### src/include/ext_mode_pkg.sv
// package: constants, command codes and carrier structs for the mode-set controller
`default_nettype none
package ext_mode_pkg;
  // command pin pattern {cs_b, ras_b, cas_b, we_b}
  localparam logic [3:0] CMD_MODE_SET   = 4'h0;
  localparam logic [3:0] CMD_NOP        = 4'h7;
  localparam logic [3:0] CMD_DESELECT   = 4'hf;
  localparam logic [3:0] CMD_WRITE      = 4'h4;
  // bank address selects {ba2, ba1, ba0}
  localparam logic [2:0] BA_EXT_ONE     = 3'h1;
  localparam logic [2:0] BA_EXT_TWO     = 3'h2;
  localparam logic [2:0] BA_EXT_THREE   = 3'h3;
  // extended register two fields
  localparam int         EXT2_DCC_BIT   = 3;
  localparam int         EXT2_HTSR_BIT  = 7;
  // extended register one fields
  localparam int         EXT1_CAL_LSB   = 7;
  localparam int         EXT1_AL_LSB    = 3;
  localparam logic [12:0] EXT1_CAL_MASK = 13'h0380;
  localparam logic [2:0] CAL_EXIT       = 3'h0;
  localparam logic [2:0] CAL_DRIVE_HIGH = 3'h1;
  localparam logic [2:0] CAL_DRIVE_LOW  = 3'h2;
  localparam logic [2:0] CAL_ADJUST     = 3'h4;
  localparam logic [2:0] CAL_DEFAULT    = 3'h7;
  // timing, in ns, and clock period
  localparam int         CLK_PERIOD_NS  = 40;
  localparam int         MRD_NS         = 15;
  localparam int         AOFD_NS        = 20;
  localparam int         MOD_NS         = 12;
  localparam int         OIT_NS         = 12;
  localparam logic [7:0] MRD_CYC  = 8'((MRD_NS + CLK_PERIOD_NS - 1) / CLK_PERIOD_NS);
  localparam logic [7:0] AOFD_CYC = 8'((AOFD_NS + CLK_PERIOD_NS - 1) / CLK_PERIOD_NS);
  localparam logic [7:0] MOD_CYC  = 8'((MOD_NS + CLK_PERIOD_NS - 1) / CLK_PERIOD_NS);
  localparam logic [7:0] OIT_CYC  = 8'((OIT_NS + CLK_PERIOD_NS - 1) / CLK_PERIOD_NS);
  localparam logic [7:0] CYC_ONE  = 8'h01;
  localparam logic [1:0] BURST_LAST = 2'h3;
  // software port offsets (word addresses)
  localparam logic [3:0] OFF_CTRL   = 4'h0;
  localparam logic [3:0] OFF_ADDR   = 4'h1;
  localparam logic [3:0] OFF_CODE   = 4'h2;
  localparam logic [3:0] OFF_LAT    = 4'h3;
  localparam logic [3:0] OFF_STATUS = 4'h4;
  // control register command field values
  localparam logic [2:0] OP_EXT_TWO   = 3'h1;
  localparam logic [2:0] OP_EXT_THREE = 3'h2;
  localparam logic [2:0] OP_EXT_ONE   = 3'h3;
  localparam logic [2:0] OP_ADJUST    = 3'h4;
  localparam int         CTRL_BANKS_IDLE_BIT = 3;
  localparam int         CTRL_TERM_BIT       = 4;
  // memory command pins travel together
  typedef struct packed {
    logic        cs_b;
    logic        ras_b;
    logic        cas_b;
    logic        we_b;
    logic [2:0]  ba;
    logic [12:0] addr;
  } mem_cmd_type;
  // controller states
  typedef enum logic [2:0] {
    ST_IDLE, ST_TERM_OFF, ST_ISSUE, ST_WAIT_WL, ST_BURST, ST_EXIT, ST_SETTLE
  } seq_state_type;
endpackage : ext_mode_pkg
`default_nettype wire

### src/ext_mode_ctrl.sv
// host controller that programs extended mode registers and runs driver calibration
// What this block does
// - extended two write uses ba1 high, others low
// - issue only with banks idle, cke high
// - wait mode-set delay after every mode write
// - rewrite allowed only while all banks idle
// - reserved extended-two bits forced to zero
// - lowest three bits zero without partial refresh
// - extended three written all zeros
// - every calibration command followed by exit
// - adjust code on all data lines, fixed order
// - adjust command keeps additive latency
// - plain writes carry zero calibration field
// - code sent at read latency minus one
// - termination off before and during update
//
// Strobed register access and the address map were chosen for this implementation.
`default_nettype none
module ext_mode_ctrl
(
  input  wire logic                      clk_i,         // 25 MHz command clock
  input  wire logic                      rst_b_i,       // async reset, active low
  input  wire logic                      clk_en_i,      // freezes all state when low
  input  wire logic [3:0]                addr_i,        // software word address
  input  wire logic [15:0]               wdata_i,       // software write data
  input  wire logic                      wr_i,          // write strobe
  input  wire logic                      rd_i,          // read strobe
  output logic      [15:0]               rdata_o,       // read data, cycle after rd_i
  output ext_mode_pkg::mem_cmd_type      cmd_o,         // memory command pins
  output logic                           cke_o,         // memory clock enable
  output logic                           term_ctrl_o,   // termination control pin
  output logic      [15:0]               dq_o,          // data out
  output logic                           dq_oe_o,       // data output enable
  output logic                           dqs_o,         // true strobe out
  output logic                           dqs_b_o,       // complement strobe out
  output logic                           dqs_oe_o,      // strobe output enable
  output logic                           busy_o         // sequence in progress
);

  // all state in one packed struct
  typedef struct packed {
    ext_mode_pkg::seq_state_type st;        // sequencer state
    ext_mode_pkg::mem_cmd_type   cmd;       // command pins
    logic                        cke;       // clock enable to memory
    logic                        term;      // termination pin as software wants it
    logic                        term_pin;  // termination pin as driven
    logic [15:0]                 dq;        // data lines
    logic                        dq_oe;     // data drive
    logic                        dqs;       // strobe
    logic                        dqs_oe;    // strobe drive
    logic                        dqs_b;     // complement strobe, own flop so the pin has no gate
    logic [15:0]                 rdata;     // read data register
    logic [2:0]                  op;        // pending operation
    logic                        banks_idle;// software says all banks precharged
    logic [12:0]                 arg;       // address argument
    logic [3:0]                  code;      // adjust code nibble
    logic [2:0]                  al;        // additive latency shadow
    logic [2:0]                  cl;        // column latency shadow
    logic [7:0]                  cnt;       // delay counter
    logic [1:0]                  beat;      // burst bit time
    logic                        done;      // sticky completion flag
    logic                        busy;      // sequence running, registered for a clean pin
  } state_type;

  state_type s_r;   // registered state
  state_type s_nxt; // next state

  // next-state logic: software port plus command sequencer
  always_comb
  begin
    s_nxt     = s_r;
    s_nxt.cmd = '{cs_b: 1'b1, ras_b: 1'b1, cas_b: 1'b1, we_b: 1'b1, ba: 3'h0, addr: 13'h0};
    s_nxt.rdata = 16'h0;
    // read data stands only in the cycle after the strobe
    // unselected cycles return zero so a wired-or bus needs no mux
    if (rd_i)
    begin
      case (addr_i)
        ext_mode_pkg::OFF_ADDR:   s_nxt.rdata = {3'h0, s_r.arg};
        ext_mode_pkg::OFF_CODE:   s_nxt.rdata = {12'h0, s_r.code};
        ext_mode_pkg::OFF_LAT:    s_nxt.rdata = {10'h0, s_r.cl, s_r.al};
        ext_mode_pkg::OFF_STATUS: s_nxt.rdata = {11'h0, s_r.done, s_r.banks_idle,
                                                 s_r.st != ext_mode_pkg::ST_IDLE, s_r.op[1:0]};
        default:                  s_nxt.rdata = 16'h0; // unmapped reads zero
      endcase
    end
    // writes; a control write starts an op only while idle
    if (wr_i)
    begin
      case (addr_i)
        ext_mode_pkg::OFF_ADDR: s_nxt.arg  = wdata_i[12:0];
        ext_mode_pkg::OFF_CODE: s_nxt.code = wdata_i[3:0];
        ext_mode_pkg::OFF_LAT:
        begin
          s_nxt.al = wdata_i[2:0];
          s_nxt.cl = wdata_i[5:3];
        end
        ext_mode_pkg::OFF_CTRL:
        begin
          s_nxt.banks_idle = wdata_i[ext_mode_pkg::CTRL_BANKS_IDLE_BIT];
          s_nxt.term       = wdata_i[ext_mode_pkg::CTRL_TERM_BIT];
          // only start with banks idle
          if (s_r.st == ext_mode_pkg::ST_IDLE && wdata_i[2:0] != 3'h0
              && wdata_i[ext_mode_pkg::CTRL_BANKS_IDLE_BIT])
          begin
            s_nxt.op   = wdata_i[2:0];
            s_nxt.done = 1'b0;
            s_nxt.st   = ext_mode_pkg::ST_TERM_OFF;
            s_nxt.cnt  = ext_mode_pkg::AOFD_CYC;
          end
        end
        default: ;
      endcase
    end
    // termination follows software except around mode writes
    s_nxt.term_pin = (s_nxt.st == ext_mode_pkg::ST_IDLE) ? s_nxt.term : 1'b0;
    case (s_r.st)
      // idle: pins deselected, termination follows software
      ext_mode_pkg::ST_IDLE: ;
      // termination-off delay before the mode write
      // the pin already drops on the edge that accepts the order,
      // so this state only adds margin on top of the delay
      ext_mode_pkg::ST_TERM_OFF:
      begin
        s_nxt.term_pin = 1'b0;
        if (s_r.cnt > ext_mode_pkg::CYC_ONE)
          s_nxt.cnt = s_r.cnt - ext_mode_pkg::CYC_ONE;
        else
          s_nxt.st = ext_mode_pkg::ST_ISSUE;
      end
      // one mode-set command
      // the pins stand for a single cycle; the default at the top returns them
      // to deselect on the next edge without any extra state
      ext_mode_pkg::ST_ISSUE:
      begin
        s_nxt.cmd.cs_b  = 1'b0;
        s_nxt.cmd.ras_b = 1'b0;
        s_nxt.cmd.cas_b = 1'b0;
        s_nxt.cmd.we_b  = 1'b0;
        // settle covers both the mode-set delay and the update window
        s_nxt.cnt       = (ext_mode_pkg::MOD_CYC > ext_mode_pkg::MRD_CYC)
                          ? ext_mode_pkg::MOD_CYC : ext_mode_pkg::MRD_CYC;
        s_nxt.st        = ext_mode_pkg::ST_SETTLE;
        case (s_r.op)
          ext_mode_pkg::OP_EXT_TWO:
          begin
            s_nxt.cmd.ba = ext_mode_pkg::BA_EXT_TWO;
            // only duty corrector and hot refresh pass
            s_nxt.cmd.addr = 13'h0;
            s_nxt.cmd.addr[ext_mode_pkg::EXT2_DCC_BIT]  = s_r.arg[ext_mode_pkg::EXT2_DCC_BIT];
            s_nxt.cmd.addr[ext_mode_pkg::EXT2_HTSR_BIT] = s_r.arg[ext_mode_pkg::EXT2_HTSR_BIT];
          end
          ext_mode_pkg::OP_EXT_THREE:
          begin
            s_nxt.cmd.ba   = ext_mode_pkg::BA_EXT_THREE;
            s_nxt.cmd.addr = 13'h0;
          end
          ext_mode_pkg::OP_EXT_ONE:
          begin
            s_nxt.cmd.ba   = ext_mode_pkg::BA_EXT_ONE;
            s_nxt.cmd.addr = s_r.arg;
            // drive-mode and default codes stay, anything else clears the field
            if (s_r.arg[9:7] != ext_mode_pkg::CAL_DRIVE_HIGH
                && s_r.arg[9:7] != ext_mode_pkg::CAL_DRIVE_LOW
                && s_r.arg[9:7] != ext_mode_pkg::CAL_DEFAULT)
              s_nxt.cmd.addr = s_r.arg & ~ext_mode_pkg::EXT1_CAL_MASK;
            // drive modes and default still need an exit
            if (s_r.arg[9:7] != ext_mode_pkg::CAL_EXIT
                && s_nxt.cmd.addr[9:7] != ext_mode_pkg::CAL_EXIT)
            begin
              s_nxt.st  = ext_mode_pkg::ST_EXIT;
              s_nxt.cnt = (ext_mode_pkg::OIT_CYC > ext_mode_pkg::MRD_CYC)
                          ? ext_mode_pkg::OIT_CYC : ext_mode_pkg::MRD_CYC;
            end
          end
          default:
          begin
            // adjust mode, keep latency field
            s_nxt.cmd.ba   = ext_mode_pkg::BA_EXT_ONE;
            s_nxt.cmd.addr = s_r.arg & ~ext_mode_pkg::EXT1_CAL_MASK;
            s_nxt.cmd.addr[ext_mode_pkg::EXT1_CAL_LSB +: 3] = ext_mode_pkg::CAL_ADJUST;
            s_nxt.cmd.addr[ext_mode_pkg::EXT1_AL_LSB +: 3]  = s_r.al;
            // write latency is al plus cl minus one
            s_nxt.cnt = 8'({5'h0, s_r.al} + {5'h0, s_r.cl});
            s_nxt.st  = ext_mode_pkg::ST_WAIT_WL;
          end
        endcase
      end
      // count down to the write latency edge; preamble in the last cycle
      // a latency sum below two leaves no room for the preamble; software must avoid it
      ext_mode_pkg::ST_WAIT_WL:
      begin
        if (s_r.cnt > ext_mode_pkg::CYC_ONE + ext_mode_pkg::CYC_ONE)
          s_nxt.cnt = s_r.cnt - ext_mode_pkg::CYC_ONE;
        else
        begin
          s_nxt.dqs_oe = 1'b1;
          s_nxt.dqs    = 1'b0;
          s_nxt.st     = ext_mode_pkg::ST_BURST;
          s_nxt.beat   = 2'h0;
        end
      end
      // four bit times of the code on every data line
      // the strobe toggles once per beat, so its first rise lands with bit time 0
      ext_mode_pkg::ST_BURST:
      begin
        s_nxt.dq_oe = 1'b1;
        s_nxt.dqs   = ~s_r.dqs;
        s_nxt.dq    = {16{s_r.code[2'h3 - s_r.beat]}}; // bit time 0 first
        s_nxt.beat  = s_r.beat + 2'h1;
        if (s_r.beat == ext_mode_pkg::BURST_LAST)
        begin
          s_nxt.st  = ext_mode_pkg::ST_EXIT;
          s_nxt.cnt = ext_mode_pkg::MRD_CYC;
        end
      end
      // calibration exit after the wait
      ext_mode_pkg::ST_EXIT:
      begin
        s_nxt.dq_oe  = 1'b0;
        s_nxt.dqs_oe = 1'b0;
        // count to zero so a deselect cycle always separates
        // the calibration command from its exit
        if (s_r.cnt > 8'h00)
          s_nxt.cnt = s_r.cnt - ext_mode_pkg::CYC_ONE;
        else
        begin
          s_nxt.cmd = '{cs_b: 1'b0, ras_b: 1'b0, cas_b: 1'b0, we_b: 1'b0,
                        ba: ext_mode_pkg::BA_EXT_ONE,
                        addr: (s_r.arg & ~ext_mode_pkg::EXT1_CAL_MASK)};
          s_nxt.cmd.addr[ext_mode_pkg::EXT1_AL_LSB +: 3] = s_r.al;
          s_nxt.cnt = (ext_mode_pkg::OIT_CYC > ext_mode_pkg::MRD_CYC)
                      ? ext_mode_pkg::OIT_CYC : ext_mode_pkg::MRD_CYC;
          s_nxt.st  = ext_mode_pkg::ST_SETTLE;
          s_nxt.op  = ext_mode_pkg::OP_EXT_ONE;
        end
      end
      // mode-set delay and update window with termination low
      ext_mode_pkg::ST_SETTLE:
      begin
        s_nxt.term_pin = 1'b0;
        // count to zero: the pin stays low through the whole update window
        // and no new order can start before the mode-set delay has passed
        if (s_r.cnt > 8'h00)
          s_nxt.cnt = s_r.cnt - ext_mode_pkg::CYC_ONE;
        else
        begin
          s_nxt.st   = ext_mode_pkg::ST_IDLE;
          s_nxt.done = 1'b1;
          s_nxt.term_pin = s_nxt.term;
        end
      end
      default: s_nxt.st = ext_mode_pkg::ST_IDLE;
    endcase
    s_nxt.cke = 1'b1; // held high once out of reset
    // both registered here so every pin leaves a flop directly
    s_nxt.dqs_b = ~s_nxt.dqs;
    s_nxt.busy  = (s_nxt.st != ext_mode_pkg::ST_IDLE);
  end

  // state register with clock enable
  // a low enable holds every field, counters included, so a paused sequence
  // resumes exactly where it stopped
  always_ff @(posedge clk_i or negedge rst_b_i)
  begin
    if (!rst_b_i)
    begin
      s_r       <= '0;
      s_r.st    <= ext_mode_pkg::ST_IDLE;
      s_r.cmd   <= '{cs_b: 1'b1, ras_b: 1'b1, cas_b: 1'b1, we_b: 1'b1, ba: 3'h0, addr: 13'h0};
      s_r.dqs_b <= 1'b1; // complement strobe idles high
    end
    else if (clk_en_i)
      s_r <= s_nxt;
  end

  // outputs straight from state flops
  // no gate sits between a flop and a pin, so pins never glitch
  assign rdata_o     = s_r.rdata;
  assign cmd_o       = s_r.cmd;
  assign cke_o       = s_r.cke;
  assign term_ctrl_o = s_r.term_pin;
  assign dq_o        = s_r.dq;
  assign dq_oe_o     = s_r.dq_oe;
  assign dqs_o       = s_r.dqs;
  assign dqs_b_o     = s_r.dqs_b;
  assign dqs_oe_o    = s_r.dqs_oe;
  assign busy_o      = s_r.busy;

endmodule : ext_mode_ctrl
`default_nettype wire

### config.mk
export PLATFORM = sky130hd
export DESIGN_NAME = ext_mode_ctrl
export DESIGN_NICKNAME = d
export VERILOG_FILES = /design/src/include/ext_mode_pkg.sv /design/src/ext_mode_ctrl.sv
export SDC_FILE = /design/constraint.sdc
export NUM_CORES = 1
export LEC_CHECK = 0
export BUFFER_PORTS_ARGS = -buffer_cell sky130_fd_sc_hd__buf_2
export CAP_MARGIN = 10
export CORE_UTILIZATION = 30
export DETAILED_ROUTE_END_ITERATION = 12
export HOLD_SLACK_MARGIN = 0.02
export SLEW_MARGIN = 25
export SYNTH_ARGS = -nofsm -noshare
export SYNTH_HDL_FRONTEND = slang
export SYNTH_SLANG_ARGS = --single-unit
### constraint.sdc
create_clock -name clk_i -period 4.2 [get_ports clk_i]
set_clock_uncertainty 0.05 [all_clocks]
set_input_delay 0 -clock clk_i [delete_from_list [all_inputs] [get_ports clk_i]]
set_output_delay 0 -clock clk_i [all_outputs]
set_load 0.01 [all_outputs]
==> results.sh <==
export IMPL_synthCells=455
export IMPL_power_total_mw=3.10
export IMPL_peakVddDrop_mv=0.232
export IMPL_avgSynthCellArea_sq_um=9.96
export IMPL_utilization=0.347
export IMPL_cp_slowest_cell="or3_1"
export IMPL_path_class="flip-flop to flip-flop"
export IMPL_antenna_found_initial=0
export IMPL_drtIter0Drc=249
export IMPL_min_delay_start="wr_i"
export IMPL_place_gp_congestion=0.856
export IMPL_fmaxAchievable_ghz=0.411
export IMPL_end_kind="flip-flop"
export IMPL_synth_main_ff_cell="dfrtp_1"
export IMPL_vias=3482
export IMPL_drc=7
export IMPL_drv_cap=0
export IMPL_crit_required_ps=4430
export IMPL_root_buffer="clkbuf_16"
export IMPL_grt_pass1_wl_microns=17800
export IMPL_worst_pin_slew_ps=1040
export IMPL_cpPeakStageDelay_ps=430
export IMPL_clkTransAtPathRegs_ps=60
export IMPL_core_rowCount=44
export IMPL_synth_edf_count=0
export IMPL_async_reset_ff_frac=1.00
export IMPL_tns_ps=0
export IMPL_grt_max_degree=80
export IMPL_crit_start="s_r[4]"
export IMPL_final_period_utilization=0.580
export IMPL_crit_path_max_fanout=9
export IMPL_clk_insertion_delay_late_ps=340
export IMPL_wl_per_cell_microns=16.4
export IMPL_area_delta_synth_final_pct=12.2
export IMPL_hpwl_microns=7910
export IMPL_min_delay_path_class="input port to flip-flop"
export IMPL_cp_start_kind="flip-flop"
export IMPL_crit_chain="inv_1 -> ha_1 -> or3_1 -> a41oi_2 -> a31oi_4 -> nand2b_4 -> nor3_1 -> a211o_1"
export IMPL_dr_pass1_iters=9
export IMPL_cts_setup_buffers=0
export IMPL_die_h_microns=125
export IMPL_wl_microns=11100
export IMPL_numCtsBuffers=9
export IMPL_port_buffers=76
export IMPL_ant_nets=0
export IMPL_setup_viol_count_final=0
export IMPL_drive_gt1_frac=0.278
export IMPL_rsz0062_at_grt="no"
export IMPL_core_sq_um=14600
export IMPL_period_needed_ps=2430
export IMPL_crit_family="simple AND/OR/NAND/NOR gates"
export IMPL_first_global_vias=3334
export IMPL_p_leak_nw=2.38
export IMPL_die_w_microns=125
export IMPL_hold_viol_final=0
export IMPL_avgViaCountPerCell=5.17
export IMPL_rr_startpoint="s_r[4]"
export IMPL_cts_tree="done"
export IMPL_diodes=0
export IMPL_pin_count=84
export IMPL_track_usage=0.143
export IMPL_yosys_warnings=0
export IMPL_power_density_nw_per_um2=610
export IMPL_outcome="finished with violations"
export IMPL_cts_buffer_depth=2
export IMPL_slew_headroom=0.297
export IMPL_initial_core_util=0.310
export IMPL_violations="design-rule violations"
export IMPL_ys_seq_elements=79
export IMPL_dieArea_sq_um=15600
export IMPL_crit_arrival_ps=2660
export IMPL_finalNetCount=518
export IMPL_cts_sinks=79
export IMPL_maxSlewViolCount=0
export IMPL_syn_area_sq_um=4530
export IMPL_yosysUniqueCellTypes=71
export IMPL_h_tree_depth=3
export IMPL_gr_total_overflow=0
export IMPL_synth_seq_area_share=0.437
export IMPL_critPathBufInv=1
[where the power goes]
part / switching, mW / internal, mW
Sequential: 0.259 / 0.928
Combinational: 0.682 / 0.516
Clock: 0.316 / 0.403
[state kept, by name, summed over array words and instances (netlist names)]
register	flops
cke_o	1
dqs_b_o	1
dqs_o	1
s_r	42
dq_oe_o	1
rdata_o	13
dq_o	1
term_ctrl_o	1
busy_o	1
dqs_oe_o	1
cmd_o	16
[cells in the final DEF (no fill, tap or decap), types with 5 or more instances in the layout]
cell	netlist	routed
dfrtp_1	77	77
buf_2	5	75
nand2_1	40	40
nor2_1	28	28
mux2_2	24	24
o21ai_0	20	20
a21oi_1	20	20
a22o_1	16	16
inv_1	15	15
dlygate4sd3_1	0	14
nor3_1	10	10
o2bb2ai_1	9	9
clkbuf_16	0	9
and3_1	8	8
nand3_1	8	8
ha_1	7	7
a31oi_1	5	5
a21o_1	5	5
[cell usage after synthesis, types with 5 or more instances]
cell       instances  area share
a21o_1             5      0.0083
a22o_1            16       0.031
buf_4             53       0.088
and3_1             8       0.011
nor3_1            10       0.011
ha_1               7       0.019
o2bb2ai_1          9       0.017
nor2_1            28       0.023
mux2_2            24       0.060
a31oi_1            5      0.0069
clkbuf_1          15       0.012
nand3_1            8      0.0088
dfrtp_1           77        0.43
inv_1             15       0.012
buf_2              5      0.0055
o21ai_0           20       0.022
nand2_1           40       0.033
a21oi_1           20       0.022
[routing by layer]
layer	routed length, microns	track usage
met3	524	0.0296
met1	5100	0.196
met2	5300	0.230
met4	130	0.0402
met5	0	0
[timing repair]
action / 4_1_cts / 5_1_grt
hold buffers: 14 / 0
gates resized for setup: 0 / 0
endpoints found under the hold margin: 105 / 0
[final timing paths]
check	slack [ps]	endpoint	cells past startpoint
min in group asynchronous	190	s_r[9]	2
setup / recovery	1770	s_r[9]	8
hold / removal	70	s_r[76]	3
setup reg to reg	1770	s_r[9]	8
hold reg to reg	410	dqs_b_o	2
max in group asynchronous	3370	busy_o	2
[logic make-up after synthesis]
| logic type | synth area share |
|---|---|
| mux | 0.0690 |
| simple gates | 0.148 |
| xor+xnor | 0.0116 |
| flops | 0.437 |
| compound gates | 0.189 |
| fa+ha+maj | 0.0237 |
| buf+inv | 0.121 |
| other cells | 0.000827 |
[area by class of cell]
| type | count | area (sq um) |
|---|---|---|
| sequential | 79 | 1980 |
| inverter | 15 | 56.3 |
| fill | 1477 | 9560 |
| clock inverter | 6 | 43.8 |
| clock buffer | 10 | 229 |
| tap | 184 | 230 |
| multi-input combinational | 289 | 2010 |
| timing repair buffer | 91 | 534 |
[worst reg2reg max path: stages (launching register included)]
cell and delay [ps]:
dfrtp_1 420, inv_1 110, ha_1 330, or3_1 430, a41oi_2 350, a31oi_4 100, nand2b_4 230, nor3_1 230
a211o_1 130
[per-stage QoR]
step,hold WS (ps),area (sq um),cells,setup WS [ps]
global route,82.6,5090,674,1600
finish,69.9,5090,674,1770
floorplan,-346,4540,458,2120
detailed placement,183,4670,644,1820
CTS,37.5,5080,674,1790
global placement,175,4670,644,1860
No activity file was read; power rests on OpenSTA's default activity.
